<file path="config.mk">
export PLATFORM = sky130hd
export DESIGN_NAME = gposel_top
export DESIGN_NICKNAME = d
export VERILOG_FILES = /design/src/rtl/gposel_pkg.sv /design/src/rtl/gposel_top.sv
export SDC_FILE = /design/constraint.sdc
export NUM_CORES = 1
export LEC_CHECK = 0
export BUFFER_PORTS_ARGS = -buffer_cell sky130_fd_sc_hd__buf_2
export CAP_MARGIN = 15
export CORE_MARGIN = 2
export CORE_UTILIZATION = 57
export DETAILED_ROUTE_END_ITERATION = 10
export PLACE_DENSITY = 0.86
export SLEW_MARGIN = 20
export SYNTH_ARGS = -nofsm -noshare
export SYNTH_HDL_FRONTEND = slang
export SYNTH_SLANG_ARGS = --single-unit
</file>
<file path="constraint.sdc">
create_clock -name clock -period 4.7 [get_ports clock]
set_input_delay 0.235 -clock clock [delete_from_list [all_inputs] [get_ports clock]]
set_output_delay 0.235 -clock clock [all_outputs]
set_load 0.005 [all_outputs]
</file>
<file path="src/rtl/gposel_pkg.sv">
// gposel_pkg: offsets, code points and reset values of the pin selectors
// assumes an 8-bit register port with byte offsets as printed
`default_nettype none
package gposel_pkg;
  localparam logic [7:0] GPOSEL_OFS_PIN_ONE  = 8'h52;
  localparam logic [7:0] GPOSEL_OFS_PIN_ZERO = 8'h53;
  localparam logic [7:0] GPOSEL_OFS_RSVD_84  = 8'h54;
  localparam logic [7:0] GPOSEL_OFS_PIN_TWO  = 8'h55;
  localparam int         GPOSEL_CODE_LSB     = 0;
  localparam int         GPOSEL_CODE_W       = 5;
  localparam logic [4:0] GPOSEL_CODE_RST     = 5'h00;
  localparam logic [7:0] GPOSEL_RSVD_RST     = 8'h00;

  typedef logic [4:0] gposel_code_t;
  localparam gposel_code_t GPOSEL_OFF        = 5'h00;
  localparam gposel_code_t GPOSEL_DSP        = 5'h01;
  localparam gposel_code_t GPOSEL_REGBIT     = 5'h02;
  localparam gposel_code_t GPOSEL_AMUTE_BOTH = 5'h03;
  localparam gposel_code_t GPOSEL_AMUTE_L    = 5'h04;
  localparam gposel_code_t GPOSEL_AMUTE_R    = 5'h05;
  localparam gposel_code_t GPOSEL_CLK_INVAL  = 5'h06;
  localparam gposel_code_t GPOSEL_SER_OUT    = 5'h07;
  localparam gposel_code_t GPOSEL_ANMUTE_L   = 5'h08;
  localparam gposel_code_t GPOSEL_ANMUTE_R   = 5'h09;
  localparam gposel_code_t GPOSEL_PLL_LOCK   = 5'h0a;
  localparam gposel_code_t GPOSEL_CP_CLK     = 5'h0b;
  localparam gposel_code_t GPOSEL_UV_HI      = 5'h0e;
  localparam gposel_code_t GPOSEL_UV_LO      = 5'h0f;
  localparam gposel_code_t GPOSEL_IMP_L      = 5'h12;
  localparam gposel_code_t GPOSEL_IMP_R      = 5'h13;
  localparam gposel_code_t GPOSEL_UVP_INT    = 5'h14;
  localparam gposel_code_t GPOSEL_OFS_CAL    = 5'h15;
  localparam gposel_code_t GPOSEL_CLK_ERR    = 5'h16;
  localparam gposel_code_t GPOSEL_CLK_CHG    = 5'h17;
  localparam gposel_code_t GPOSEL_CLK_MISS   = 5'h18;
  localparam gposel_code_t GPOSEL_CLK_HALT   = 5'h19;
  localparam gposel_code_t GPOSEL_BOOT_DONE  = 5'h1a;
  localparam gposel_code_t GPOSEL_CP_VALID_N = 5'h1b;
endpackage
`default_nettype wire

</file>
<file path="src/rtl/gposel_top.sv">
// gposel_top: three pin output selectors with register port
// assumes status inputs are synchronous to clock; direction bits come in
//
// Design decision made here: the plain strobed port.
`default_nettype none
//
// Functional notes
// - pin zero selector, bits 4..0 at 0x53, read/write, resets to zero.
// - selected signal reaches pin only when pin direction is output.
// - code 0110 gives clock error OR clock changing OR clock missing.
// - code 0111 gives serial audio output data.
// - codes 1000/1001 give left/right analog mute, both active low.
// - code 1010 gives pll lock.
// - code 1011 gives charge pump clock.
// - code 1110 gives undervoltage at 0.7 threshold, 1111 at 0.3.
// - codes 10010/10011 give left/right impedance sense.
// - code 10100 gives internal undervoltage flag, low below about 2.7V.
// - code 10101 gives offset calibration in progress.
// - codes 10110..11001 give clock error, changing, missing, halt.
// - code 11010 gives processor boot done.
// - code 11011 gives active-low charge pump voltage valid.
// - 0000 low, 0001 processor pin output, 0010 register pin bit.
// - 0011 both channels auto-muted, 0100/0101 left/right auto-mute.
// - pin two selector, bits 4..0 at 0x55, same code set.
module gposel_top
  import gposel_pkg::*;
(
  input  wire logic       clock,
  input  wire logic       srst,
  input  wire logic [7:0] reg_addr,
  input  wire logic [7:0] reg_wdata,
  input  wire logic       reg_wr,
  input  wire logic       reg_rd,
  output logic      [7:0] reg_rdata,
  input  wire logic [2:0] pin_dir_out,
  input  wire logic [2:0] dsp_pin_out,
  input  wire logic [2:0] reg_pin_bit,
  input  wire logic       automute_l,
  input  wire logic       automute_r,
  input  wire logic       clk_error,
  input  wire logic       clk_changing,
  input  wire logic       clk_missing,
  input  wire logic       clk_halt,
  input  wire logic       serial_audio_out,
  input  wire logic       anmute_l_n,
  input  wire logic       anmute_r_n,
  input  wire logic       pll_lock,
  input  wire logic       cp_clock,
  input  wire logic       uv_hi_thresh,
  input  wire logic       uv_lo_thresh,
  input  wire logic       imp_sense_l,
  input  wire logic       imp_sense_r,
  input  wire logic       undervoltage_indication,
  input  wire logic       offset_cal_busy,
  input  wire logic       boot_done,
  input  wire logic       cp_valid_n,
  output logic      [2:0] pin_out,
  output logic      [2:0] pin_oe_n
);
  import gposel_pkg::*;

  gposel_code_t pin_zero_signal_code;
  gposel_code_t pin_one_signal_code;
  gposel_code_t pin_two_signal_code;
  logic   [7:0] rsvd_84;
  gposel_code_t next_zero;
  gposel_code_t next_one;
  gposel_code_t next_two;
  logic   [7:0] next_rsvd;
  logic   [7:0] next_rdata;
  logic   [2:0] next_pin_out;
  logic   [2:0] next_pin_oe_n;

  // shared mux, one copy per pin
  function automatic logic pick(input gposel_code_t c, input int unsigned p);
    logic v;
    v = 1'b0;
    case (c)
      GPOSEL_OFF:        v = 1'b0;
      GPOSEL_DSP:        v = dsp_pin_out[p];
      GPOSEL_REGBIT:     v = reg_pin_bit[p];
      GPOSEL_AMUTE_BOTH: v = automute_l & automute_r;
      GPOSEL_AMUTE_L:    v = automute_l;
      GPOSEL_AMUTE_R:    v = automute_r;
      GPOSEL_CLK_INVAL:  v = clk_error | clk_changing | clk_missing;
      GPOSEL_SER_OUT:    v = serial_audio_out;
      GPOSEL_ANMUTE_L:   v = anmute_l_n;
      GPOSEL_ANMUTE_R:   v = anmute_r_n;
      GPOSEL_PLL_LOCK:   v = pll_lock;
      GPOSEL_CP_CLK:     v = cp_clock;
      GPOSEL_UV_HI:      v = uv_hi_thresh;
      GPOSEL_UV_LO:      v = uv_lo_thresh;
      GPOSEL_IMP_L:      v = imp_sense_l;
      GPOSEL_IMP_R:      v = imp_sense_r;
      GPOSEL_UVP_INT:    v = undervoltage_indication;
      GPOSEL_OFS_CAL:    v = offset_cal_busy;
      GPOSEL_CLK_ERR:    v = clk_error;
      GPOSEL_CLK_CHG:    v = clk_changing;
      GPOSEL_CLK_MISS:   v = clk_missing;
      GPOSEL_CLK_HALT:   v = clk_halt;
      GPOSEL_BOOT_DONE:  v = boot_done;
      GPOSEL_CP_VALID_N: v = cp_valid_n;
      default:           v = 1'b0;
    endcase
    return v;
  endfunction

  always_comb begin
    next_zero = pin_zero_signal_code;
    next_one  = pin_one_signal_code;
    next_two  = pin_two_signal_code;
    next_rsvd = rsvd_84;
    if (reg_wr) begin
      case (reg_addr)
        GPOSEL_OFS_PIN_ZERO: next_zero = reg_wdata[4:0];
        GPOSEL_OFS_PIN_ONE:  next_one  = reg_wdata[4:0];
        GPOSEL_OFS_PIN_TWO:  next_two  = reg_wdata[4:0];
        GPOSEL_OFS_RSVD_84:  next_rsvd = reg_wdata;
        default: ;
      endcase
    end
    // upper bits of the select registers are not stored, read zero
    next_rdata = 8'h00;
    if (reg_rd) begin
      case (reg_addr)
        GPOSEL_OFS_PIN_ZERO: next_rdata = {3'h0, pin_zero_signal_code};
        GPOSEL_OFS_PIN_ONE:  next_rdata = {3'h0, pin_one_signal_code};
        GPOSEL_OFS_PIN_TWO:  next_rdata = {3'h0, pin_two_signal_code};
        GPOSEL_OFS_RSVD_84:  next_rdata = rsvd_84;
        default:             next_rdata = 8'h00;
      endcase
    end
  end

  always_comb begin
    next_pin_out[0] = pick(pin_zero_signal_code, 0);
    next_pin_out[1] = pick(pin_one_signal_code, 1);
    next_pin_out[2] = pick(pin_two_signal_code, 2);
    // an input pin shows nothing of the selection
    next_pin_oe_n = ~pin_dir_out;
    next_pin_out  = next_pin_out & pin_dir_out;
  end

  always_ff @(posedge clock) begin
    if (srst) begin
      pin_zero_signal_code <= GPOSEL_CODE_RST;
      pin_one_signal_code  <= GPOSEL_CODE_RST;
      pin_two_signal_code  <= GPOSEL_CODE_RST;
      rsvd_84              <= GPOSEL_RSVD_RST;
      reg_rdata            <= 8'h00;
      pin_out              <= 3'h0;
      pin_oe_n             <= 3'h7;
    end else begin
      pin_zero_signal_code <= next_zero;
      pin_one_signal_code  <= next_one;
      pin_two_signal_code  <= next_two;
      rsvd_84              <= next_rsvd;
      reg_rdata            <= next_rdata;
      pin_out              <= next_pin_out;
      pin_oe_n             <= next_pin_oe_n;
    end
  end

  chk_gated_input_pin: assert property (@(posedge clock) disable iff (srst)
    !pin_dir_out[0] |=> !pin_out[0] && pin_oe_n[0])
    else $error("pin zero driven while input");
  chk_clk_invalid_or: assert property (@(posedge clock) disable iff (srst)
    pin_zero_signal_code == GPOSEL_CLK_INVAL && pin_dir_out[0]
    |=> pin_out[0] == $past(clk_error | clk_changing | clk_missing))
    else $error("clock invalid route wrong");
  chk_serial_route: assert property (@(posedge clock) disable iff (srst)
    pin_one_signal_code == GPOSEL_SER_OUT && pin_dir_out[1]
    |=> pin_out[1] == $past(serial_audio_out))
    else $error("serial data route wrong");
  chk_anmute_route: assert property (@(posedge clock) disable iff (srst)
    pin_two_signal_code == GPOSEL_ANMUTE_R && pin_dir_out[2]
    |=> pin_out[2] == $past(anmute_r_n))
    else $error("analog mute route wrong");
  chk_reserved_low: assert property (@(posedge clock) disable iff (srst)
    pin_zero_signal_code inside {5'h0c, 5'h0d, 5'h10, 5'h11, 5'h1c, 5'h1d,
                                 5'h1e, 5'h1f}
    |=> !pin_out[0])
    else $error("reserved code not low");
  chk_autom_both: assert property (@(posedge clock) disable iff (srst)
    pin_two_signal_code == GPOSEL_AMUTE_BOTH && pin_dir_out[2]
    |=> pin_out[2] == $past(automute_l & automute_r))
    else $error("auto mute both route wrong");
  chk_write_zero_sel: assert property (@(posedge clock) disable iff (srst)
    reg_wr && reg_addr == GPOSEL_OFS_PIN_ZERO
    |=> pin_zero_signal_code == $past(reg_wdata[4:0]))
    else $error("pin zero select not written");
  chk_readback_two: assert property (@(posedge clock) disable iff (srst)
    reg_rd && reg_addr == GPOSEL_OFS_PIN_TWO && !reg_wr
    |=> reg_rdata == {3'h0, $past(pin_two_signal_code)})
    else $error("pin two readback wrong");
  chk_boot_route: assert property (@(posedge clock) disable iff (srst)
    pin_one_signal_code == GPOSEL_BOOT_DONE && pin_dir_out[1]
    |=> pin_out[1] == $past(boot_done))
    else $error("boot done route wrong");
  chk_gated_pin_one: assert property (@(posedge clock) disable iff (srst)
    !pin_dir_out[1] |=> !pin_out[1] && pin_oe_n[1])
    else $error("pin one driven while input");
  chk_gated_pin_two: assert property (@(posedge clock) disable iff (srst)
    !pin_dir_out[2] |=> !pin_out[2] && pin_oe_n[2])
    else $error("pin two driven while input");
  chk_oe_follows_dir: assert property (@(posedge clock) disable iff (srst)
    1'b1 |=> pin_oe_n == ~$past(pin_dir_out))
    else $error("output enable not from direction");
  chk_off_code_low: assert property (@(posedge clock) disable iff (srst)
    pin_one_signal_code == GPOSEL_OFF |=> !pin_out[1])
    else $error("off code not low");
  chk_dsp_route: assert property (@(posedge clock) disable iff (srst)
    pin_two_signal_code == GPOSEL_DSP && pin_dir_out[2]
    |=> pin_out[2] == $past(dsp_pin_out[2]))
    else $error("processor pin route wrong");
  chk_regbit_route: assert property (@(posedge clock) disable iff (srst)
    pin_zero_signal_code == GPOSEL_REGBIT && pin_dir_out[0]
    |=> pin_out[0] == $past(reg_pin_bit[0]))
    else $error("register pin bit route wrong");
  chk_autom_left: assert property (@(posedge clock) disable iff (srst)
    pin_zero_signal_code == GPOSEL_AMUTE_L && pin_dir_out[0]
    |=> pin_out[0] == $past(automute_l))
    else $error("left auto mute route wrong");
  chk_autom_right: assert property (@(posedge clock) disable iff (srst)
    pin_one_signal_code == GPOSEL_AMUTE_R && pin_dir_out[1]
    |=> pin_out[1] == $past(automute_r))
    else $error("right auto mute route wrong");
  chk_anmute_left: assert property (@(posedge clock) disable iff (srst)
    pin_zero_signal_code == GPOSEL_ANMUTE_L && pin_dir_out[0]
    |=> pin_out[0] == $past(anmute_l_n))
    else $error("left analog mute route wrong");
  chk_pll_route: assert property (@(posedge clock) disable iff (srst)
    pin_one_signal_code == GPOSEL_PLL_LOCK && pin_dir_out[1]
    |=> pin_out[1] == $past(pll_lock))
    else $error("pll lock route wrong");
  chk_cp_clk_route: assert property (@(posedge clock) disable iff (srst)
    pin_two_signal_code == GPOSEL_CP_CLK && pin_dir_out[2]
    |=> pin_out[2] == $past(cp_clock))
    else $error("charge pump clock route wrong");
  chk_uv_high_route: assert property (@(posedge clock) disable iff (srst)
    pin_zero_signal_code == GPOSEL_UV_HI && pin_dir_out[0]
    |=> pin_out[0] == $past(uv_hi_thresh))
    else $error("upper threshold route wrong");
  chk_uv_low_route: assert property (@(posedge clock) disable iff (srst)
    pin_one_signal_code == GPOSEL_UV_LO && pin_dir_out[1]
    |=> pin_out[1] == $past(uv_lo_thresh))
    else $error("lower threshold route wrong");
  chk_imp_left_route: assert property (@(posedge clock) disable iff (srst)
    pin_two_signal_code == GPOSEL_IMP_L && pin_dir_out[2]
    |=> pin_out[2] == $past(imp_sense_l))
    else $error("left impedance route wrong");
  chk_imp_right_route: assert property (@(posedge clock) disable iff (srst)
    pin_zero_signal_code == GPOSEL_IMP_R && pin_dir_out[0]
    |=> pin_out[0] == $past(imp_sense_r))
    else $error("right impedance route wrong");
  chk_uvp_route: assert property (@(posedge clock) disable iff (srst)
    pin_one_signal_code == GPOSEL_UVP_INT && pin_dir_out[1]
    |=> pin_out[1] == $past(undervoltage_indication))
    else $error("internal undervoltage route wrong");
  chk_cal_route: assert property (@(posedge clock) disable iff (srst)
    pin_two_signal_code == GPOSEL_OFS_CAL && pin_dir_out[2]
    |=> pin_out[2] == $past(offset_cal_busy))
    else $error("calibration route wrong");
  chk_clk_err_route: assert property (@(posedge clock) disable iff (srst)
    pin_zero_signal_code == GPOSEL_CLK_ERR && pin_dir_out[0]
    |=> pin_out[0] == $past(clk_error))
    else $error("clock error route wrong");
  chk_clk_chg_route: assert property (@(posedge clock) disable iff (srst)
    pin_one_signal_code == GPOSEL_CLK_CHG && pin_dir_out[1]
    |=> pin_out[1] == $past(clk_changing))
    else $error("clock changing route wrong");
  chk_clk_miss_route: assert property (@(posedge clock) disable iff (srst)
    pin_two_signal_code == GPOSEL_CLK_MISS && pin_dir_out[2]
    |=> pin_out[2] == $past(clk_missing))
    else $error("clock missing route wrong");
  chk_clk_halt_route: assert property (@(posedge clock) disable iff (srst)
    pin_zero_signal_code == GPOSEL_CLK_HALT && pin_dir_out[0]
    |=> pin_out[0] == $past(clk_halt))
    else $error("clock halt route wrong");
  chk_cp_valid_route: assert property (@(posedge clock) disable iff (srst)
    pin_two_signal_code == GPOSEL_CP_VALID_N && pin_dir_out[2]
    |=> pin_out[2] == $past(cp_valid_n))
    else $error("pump valid route wrong");
  chk_write_one_sel: assert property (@(posedge clock) disable iff (srst)
    reg_wr && reg_addr == GPOSEL_OFS_PIN_ONE
    |=> pin_one_signal_code == $past(reg_wdata[4:0]))
    else $error("pin one select not written");
  chk_write_two_sel: assert property (@(posedge clock) disable iff (srst)
    reg_wr && reg_addr == GPOSEL_OFS_PIN_TWO
    |=> pin_two_signal_code == $past(reg_wdata[4:0]))
    else $error("pin two select not written");
  chk_readback_zero: assert property (@(posedge clock) disable iff (srst)
    reg_rd && reg_addr == GPOSEL_OFS_PIN_ZERO
    |=> reg_rdata == {3'h0, $past(pin_zero_signal_code)})
    else $error("pin zero readback wrong");
  chk_readback_one: assert property (@(posedge clock) disable iff (srst)
    reg_rd && reg_addr == GPOSEL_OFS_PIN_ONE
    |=> reg_rdata == {3'h0, $past(pin_one_signal_code)})
    else $error("pin one readback wrong");
  chk_reserved_one_low: assert property (@(posedge clock) disable iff (srst)
    pin_one_signal_code inside {5'h0c, 5'h0d, 5'h10, 5'h11, 5'h1c, 5'h1d,
                                5'h1e, 5'h1f}
    |=> !pin_out[1])
    else $error("reserved code on pin one not low");
endmodule
`default_nettype wire

</file>
# [Word-level counts from Yosys, hierarchy flattened]
# Index checks and enable logic that the tools add are counted.
# W data, S select, Z words.
[word_totals] reg_bits=37 input_bits=48 out_inout_bits=14 word_cells=95
[op_classes] eq_ne=73 n_mux=4 n_bitwise=6 reduce_logical=5
[ops] op="$eq A5 B5 Y1 const B" count=30
[ops] op="$eq A5 B4 Y1 const B" count=18
[ops] op="$pmux W1 S23" count=3
[ops] op="$eq A5 B3 Y1 const B" count=12
[ops] op="$eq A8 B7 Y1 const B" count=4
[ops] op="$pmux W8 S4" count=1
[ops] op="$eq A5 B2 Y1 const B" count=6
[ops] op="$eq A5 B1 Y1 const B" count=3
[ops] op="$reduce_and A2 Y1" count=4
[ops] op="$and A3 B3 Y3" count=1
[ops] op="$not A3 Y3" count=1
[ops] op="$or A1 B1 Y1" count=2
[ops] op="$reduce_or A2 Y1" count=1
[ops] op="$and A1 B1 Y1" count=1
[ops] op="$not A1 Y1" count=1

# [Longest topological paths before layout]
[depth] depth_word=4 ltp_mapped=7 depth_no_buf=5

# [Worst setup path after synthesis]
# Ideal clock, no wire load.
[synth_path] path_kind="register -> register" startpoint="reg pin_zero_signal_code[0]" endpoint="reg pin_out[0]" setup_ps=120 arrival_ps=1386 t_required_ps=4580 path_slack_ps=3194 stages_incl_launch_ff=7 n_path_buf=1 synth_period_minus_slack_ps=1506 cell_sequence="dfxtp_1 -> buf_4 -> mux2_1 -> a22oi_1 -> nor2_1 -> a2bb2oi_1 -> o31a_1"
[synth_via] elab_chain_cells=3 elab_cells_between_ends=25 cone_classes="23 x eq/ne; 1 x mux; 1 x bitwise"
[synth_rtl] item="start, declared" line_no="gposel_top.sv:62" text="gposel_code_t pin_zero_signal_code;"
[synth_rtl] item="start signal, assigned" line_no="gposel_top.sv:154" text="pin_zero_signal_code <= next_zero;"
[synth_rtl] item="$eq A5 B5 Y1 (tied with other cells)" line_no="gposel_top.sv:78" text="case (c)"
[synth_rtl] item="$pmux W1 S23 (*)" line_no="gposel_top.sv:78"
[synth_rtl] item="$and A3 B3 Y3 (*)" line_no="gposel_top.sv:141" text="next_pin_out = next_pin_out & pin_dir_out;"
[synth_rtl] item="end signal, assigned" line_no="gposel_top.sv:159" text="pin_out <= next_pin_out;"
[synth_rtl] item="end, declared" line_no="gposel_top.sv:57" text="output logic [2:0] pin_out,"
# Mark *: on every way between the ends. The rest lies on a longest branch, timed or not.
# A chain may end at the register's enable or synchronous reset.

# [Worst setup path in the final report]
[layout_path] startpoint="reg pin_one_signal_code[1]" endpoint="reg pin_out[1]"
[layout_via] elab_chain_cells=3 elab_cells_between_ends=25 cone_classes="23 x eq/ne; 1 x mux; 1 x bitwise"
[layout_rtl] item="start, declared" line_no="gposel_top.sv:63" text="gposel_code_t pin_one_signal_code;"
[layout_rtl] item="start signal, assigned" line_no="gposel_top.sv:155" text="pin_one_signal_code <= next_one;"
[layout_rtl] item="$eq A5 B5 Y1 (tied with other cells)" line_no="gposel_top.sv:78"
[layout_rtl] item="$pmux W1 S23 (*)" line_no="gposel_top.sv:78"
[layout_rtl] item="$and A3 B3 Y3 (*)" line_no="gposel_top.sv:141"
# Marks and branches as above.

==> flow_metrics.tcl <==
set metrics [dict create \
    die_height_um 67.68 \
    synthesis.nets 327 \
    cts-buffers-inserted 5 \
    pin_count_of_the_biggest_net_entering_global_routing 25 \
    timing.final.hold_violations 0 \
    drt_iter0_drc 220 \
    pwr_density_cell_mw_per_mm2 243.0 \
    maxSlewHeadroom_pct 51.91 \
    crit_path_start_kind "flip-flop" \
    comb_power_share_pct 8.8 \
    grt_antenna_before_repair 0 \
    wl_met1_um 2395 \
    cts_buffer_depth 2 \
    place.detailed.hpwl_um 4305 \
    fillCellCount 320 \
    hold_slack_ns 0.1275 \
    htree_num_levels 2 \
    synth-seq-area-share_pct 32.05 \
    cp-startpoint "pin_one_signal_code[1]$_SDFFE_PP0P_" \
    total_power_w 0.0006578 \
    report.final.slew_viol_count 0 \
    design.final.nets 378 \
    gpl.final_weighted_congestion 0.8864 \
    power.share.sequential_pct 48.0 \
    final_area_mm2 0.002706 \
    io_buffer_count 61 \
    cts_hold_repair.buffers 0 \
    worstPathBufferInverterCount 0 \
    post_synth_arst_share_pct 0 \
    unrepaired_setup_endpoints_after_global_routing "no" \
    routed_wire_length_per_instance_um 15.64 \
    min_path_type "input pin to flip-flop" \
    period_needed_ns 1.951 \
    synth.lib_cells_used.distinct 55 \
    worst_r2r_startpoint "pin_one_signal_code[1]$_SDFFE_PP0P_" \
    pint_w 0.0005124 \
    routed-via-count 2361 \
    crit_required_ns 4.89 \
    fin_worst_skew_ns 0.005653 \
    synth_area_per_cell_um2 8.283 \
    synth_enable_flop_cells 0 \
    cts.repair.resized 0 \
    clock.fmax_mhz 512.7 \
    regToRegEndpoint "pin_out[1]$_SDFF_PP0_" \
    status "completed" \
    yosysWarningCount 0 \
    final_cell_mix "sky130_fd_sc_hd__buf_2, sky130_fd_sc_hd__dfxtp_1, sky130_fd_sc_hd__nor2_1" \
    post-place-cells 373 \
    tightest_slew_ns 0.7203 \
    placed_area_mm2 0.002586 \
    critPathMaxStageDelay_ns 0.79 \
    wirelength_um 5959 \
    post_route_cells_drive_above_1_share_pct 26.59 \
    clock_sinks 37 \
    critPathKind "flip-flop to flip-flop" \
    critPathMaxFanout 19 \
    top_layer_used "met4" \
    met3WireLength_um 479 \
    setup_viol 0 \
    drt-vias-per-instance 6.197 \
    routed_wire_length_on_met2_um 2927 \
    antenna_left 0 \
    critical_path.cell_chain "a31oi_2, a2111oi_4, o31ai_1, a2111oi_2" \
    insertion_delay_ns 0.29 \
    global_route_wire_length_before_repair_um 9252 \
    endpoint_kind "flip-flop" \
    die_width_um 67.68 \
    max_cap_violation_count 0 \
    antenna_cells 0 \
    detailed_router_iteration_count_before_antenna_repair 4 \
    yosys_most_used_dff "sky130_fd_sc_hd__dfxtp_1" \
    p_sw_share_pct 22.10 \
    placeableCoreArea_mm2 0.003943 \
    vdd_drop_max_mv 0.2264 \
    grt_pass1_vias 2083 \
    io_pins 62 \
    layout.cells.most_common "sky130_fd_sc_hd__buf_2" \
    global_route.overflow_total 0 \
    floorplan_row_count 23 \
    multiInputGateArea_mm2 0.001448 \
    tritoncts "yes" \
    netlist_instances 279 \
    cp-endpoint "pin_out[1]$_SDFF_PP0_" \
    timing.reg2reg.setup_slack_ns 2.75 \
    finalSetupTns_ns 0 \
    drc_errors 0 \
    start_util_pct 58.62 \
    cp_num_cells 4 \
    clock_power_share_pct 43.1 \
    synth-seq-cells 37 \
    power.static_leakage_nw 1.052 \
    final.period_utilization_pct 41.50 \
    syn_area_mm2 0.002311 \
    postCtsSetupRepairBufs 0 \
    cts-root-buf "sky130_fd_sc_hd__clkbuf_8" \
    reg2reg_depth 4 \
    cts.clk_slew.worst_paths_ns 0.07 \
    die_area_mm2 0.004580 \
    final_cells 381 \
    flow.area_growth_from_synthesis_pct 17.11 \
    register_area_um2 740.7 \
    netSwitchingPower_w 0.0001454 \
    critPathTopFamily "compound AO/OA/AOI/OAI gates" \
    worstPathArrival_ns 2.14 \
    worst_path_max_delay_cell "sky130_fd_sc_hd__dfxtp_1" \
    grt_util_all_layers_pct 27.02 \
]
[stage by stage]
stage	setup WS (ns)	utilization, %
CTS	2.736	68.64
floorplan	3.194	-
global route	2.572	68.64
detailed placement	2.752	65.60
finish	2.749	68.64
global placement	2.809	65.60
[cell families (layout without fill, tap and decap cells)]
kind of cell | after synthesis | after routing | synth area share (%)
compound gates | 73 | 73 | 23.77
mux | 27 | 27 | 12.61
simple gates | 118 | 118 | 26.26
flops | 37 | 37 | 32.05
buf+inv | 24 | 76 | 5.306
[Yosys cell counts (all sizes together), types with 2 or more instances]
cell     instances  area, um2
dfxtp           37      740.7
nor2            30      112.6
nand2           28      105.1
a21oi           21      105.1
nand3           20      100.1
mux2i           19      190.2
buf             12      77.57
a22oi           11      87.58
o21ai            8      40.04
mux2             7      78.82
nor2b            7      53.80
and2             6      37.54
clkbuf           6      22.52
inv              6      22.52
nand2b           6      37.54
a221oi           5      43.79
a31oi            5      37.53
nor3b            5      42.54
a2111oi          4      61.31
a311oi           4      35.03
nor3             4      20.02
or3              3      18.77
a2111o           2      22.52
a2bb2oi          2      17.52
and2b            2      18.77
nand4            2      18.77
o221ai           2      17.52
[state kept, by name (all words and copies together) (netlist names)]
name,flops
pin_oe_n,3
pin_one_signal_code,5
reg_rdata,8
rsvd_84,8
pin_two_signal_code,5
pin_zero_signal_code,5
pin_out,3
[worst min-delay path by stage]
stage	from	end	slack [ns]	cells after the start
global placement	pin_dir_out[0]	pin_oe_n[0]$_SDFF_PP1_	0.43	2
detailed placement	pin_dir_out[0]	pin_oe_n[0]$_SDFF_PP1_	0.43	2
finish	pin_dir_out[0]	pin_oe_n[0]$_SDFF_PP1_	0.13	2
global route	pin_dir_out[0]	pin_oe_n[0]$_SDFF_PP1_	0.13	2
floorplan	srst	pin_zero_signal_code[1]$_SDFFE_PP0P_	0.30	1
CTS	pin_dir_out[0]	pin_oe_n[0]$_SDFF_PP1_	0.12	2
[power groups by stage]
stage / logic, W / registers, W / clock network (W)
finish: 0.0000582 / 0.000316 / 0.000284
global route: 0.0000630 / 0.000316 / 0.000297
CTS: 0.0000573 / 0.000316 / 0.000290
detailed placement: 0.0000569 / 0.000323 / 0
global placement: 0.0000563 / 0.000323 / 0
floorplan: 0.0000222 / 0.000323 / 0
[layer usage]
| layer | GRT usage [%] | vias to the layer above |
|---|---|---|
| met1 | 32.17 | 1086 |
| met5 | 0 | - |
| li1 | - | 1131 |
| met2 | 45.83 | 124 |
| met4 | 13.78 | 0 |
| met3 | 5.333 | 20 |
[final cells by class]
class / count / share of cell area (%)
Inverter: 6 / 0.8322
Multi-Input combinational cell: 218 / 53.49
Tap cell: 50 / 2.312
Clock buffer: 6 / 3.051
Timing Repair Buffer: 62 / 11.56
Clock inverter: 2 / 1.387
Sequential cell: 37 / 27.37
Power figures use the tool's default switching activity.
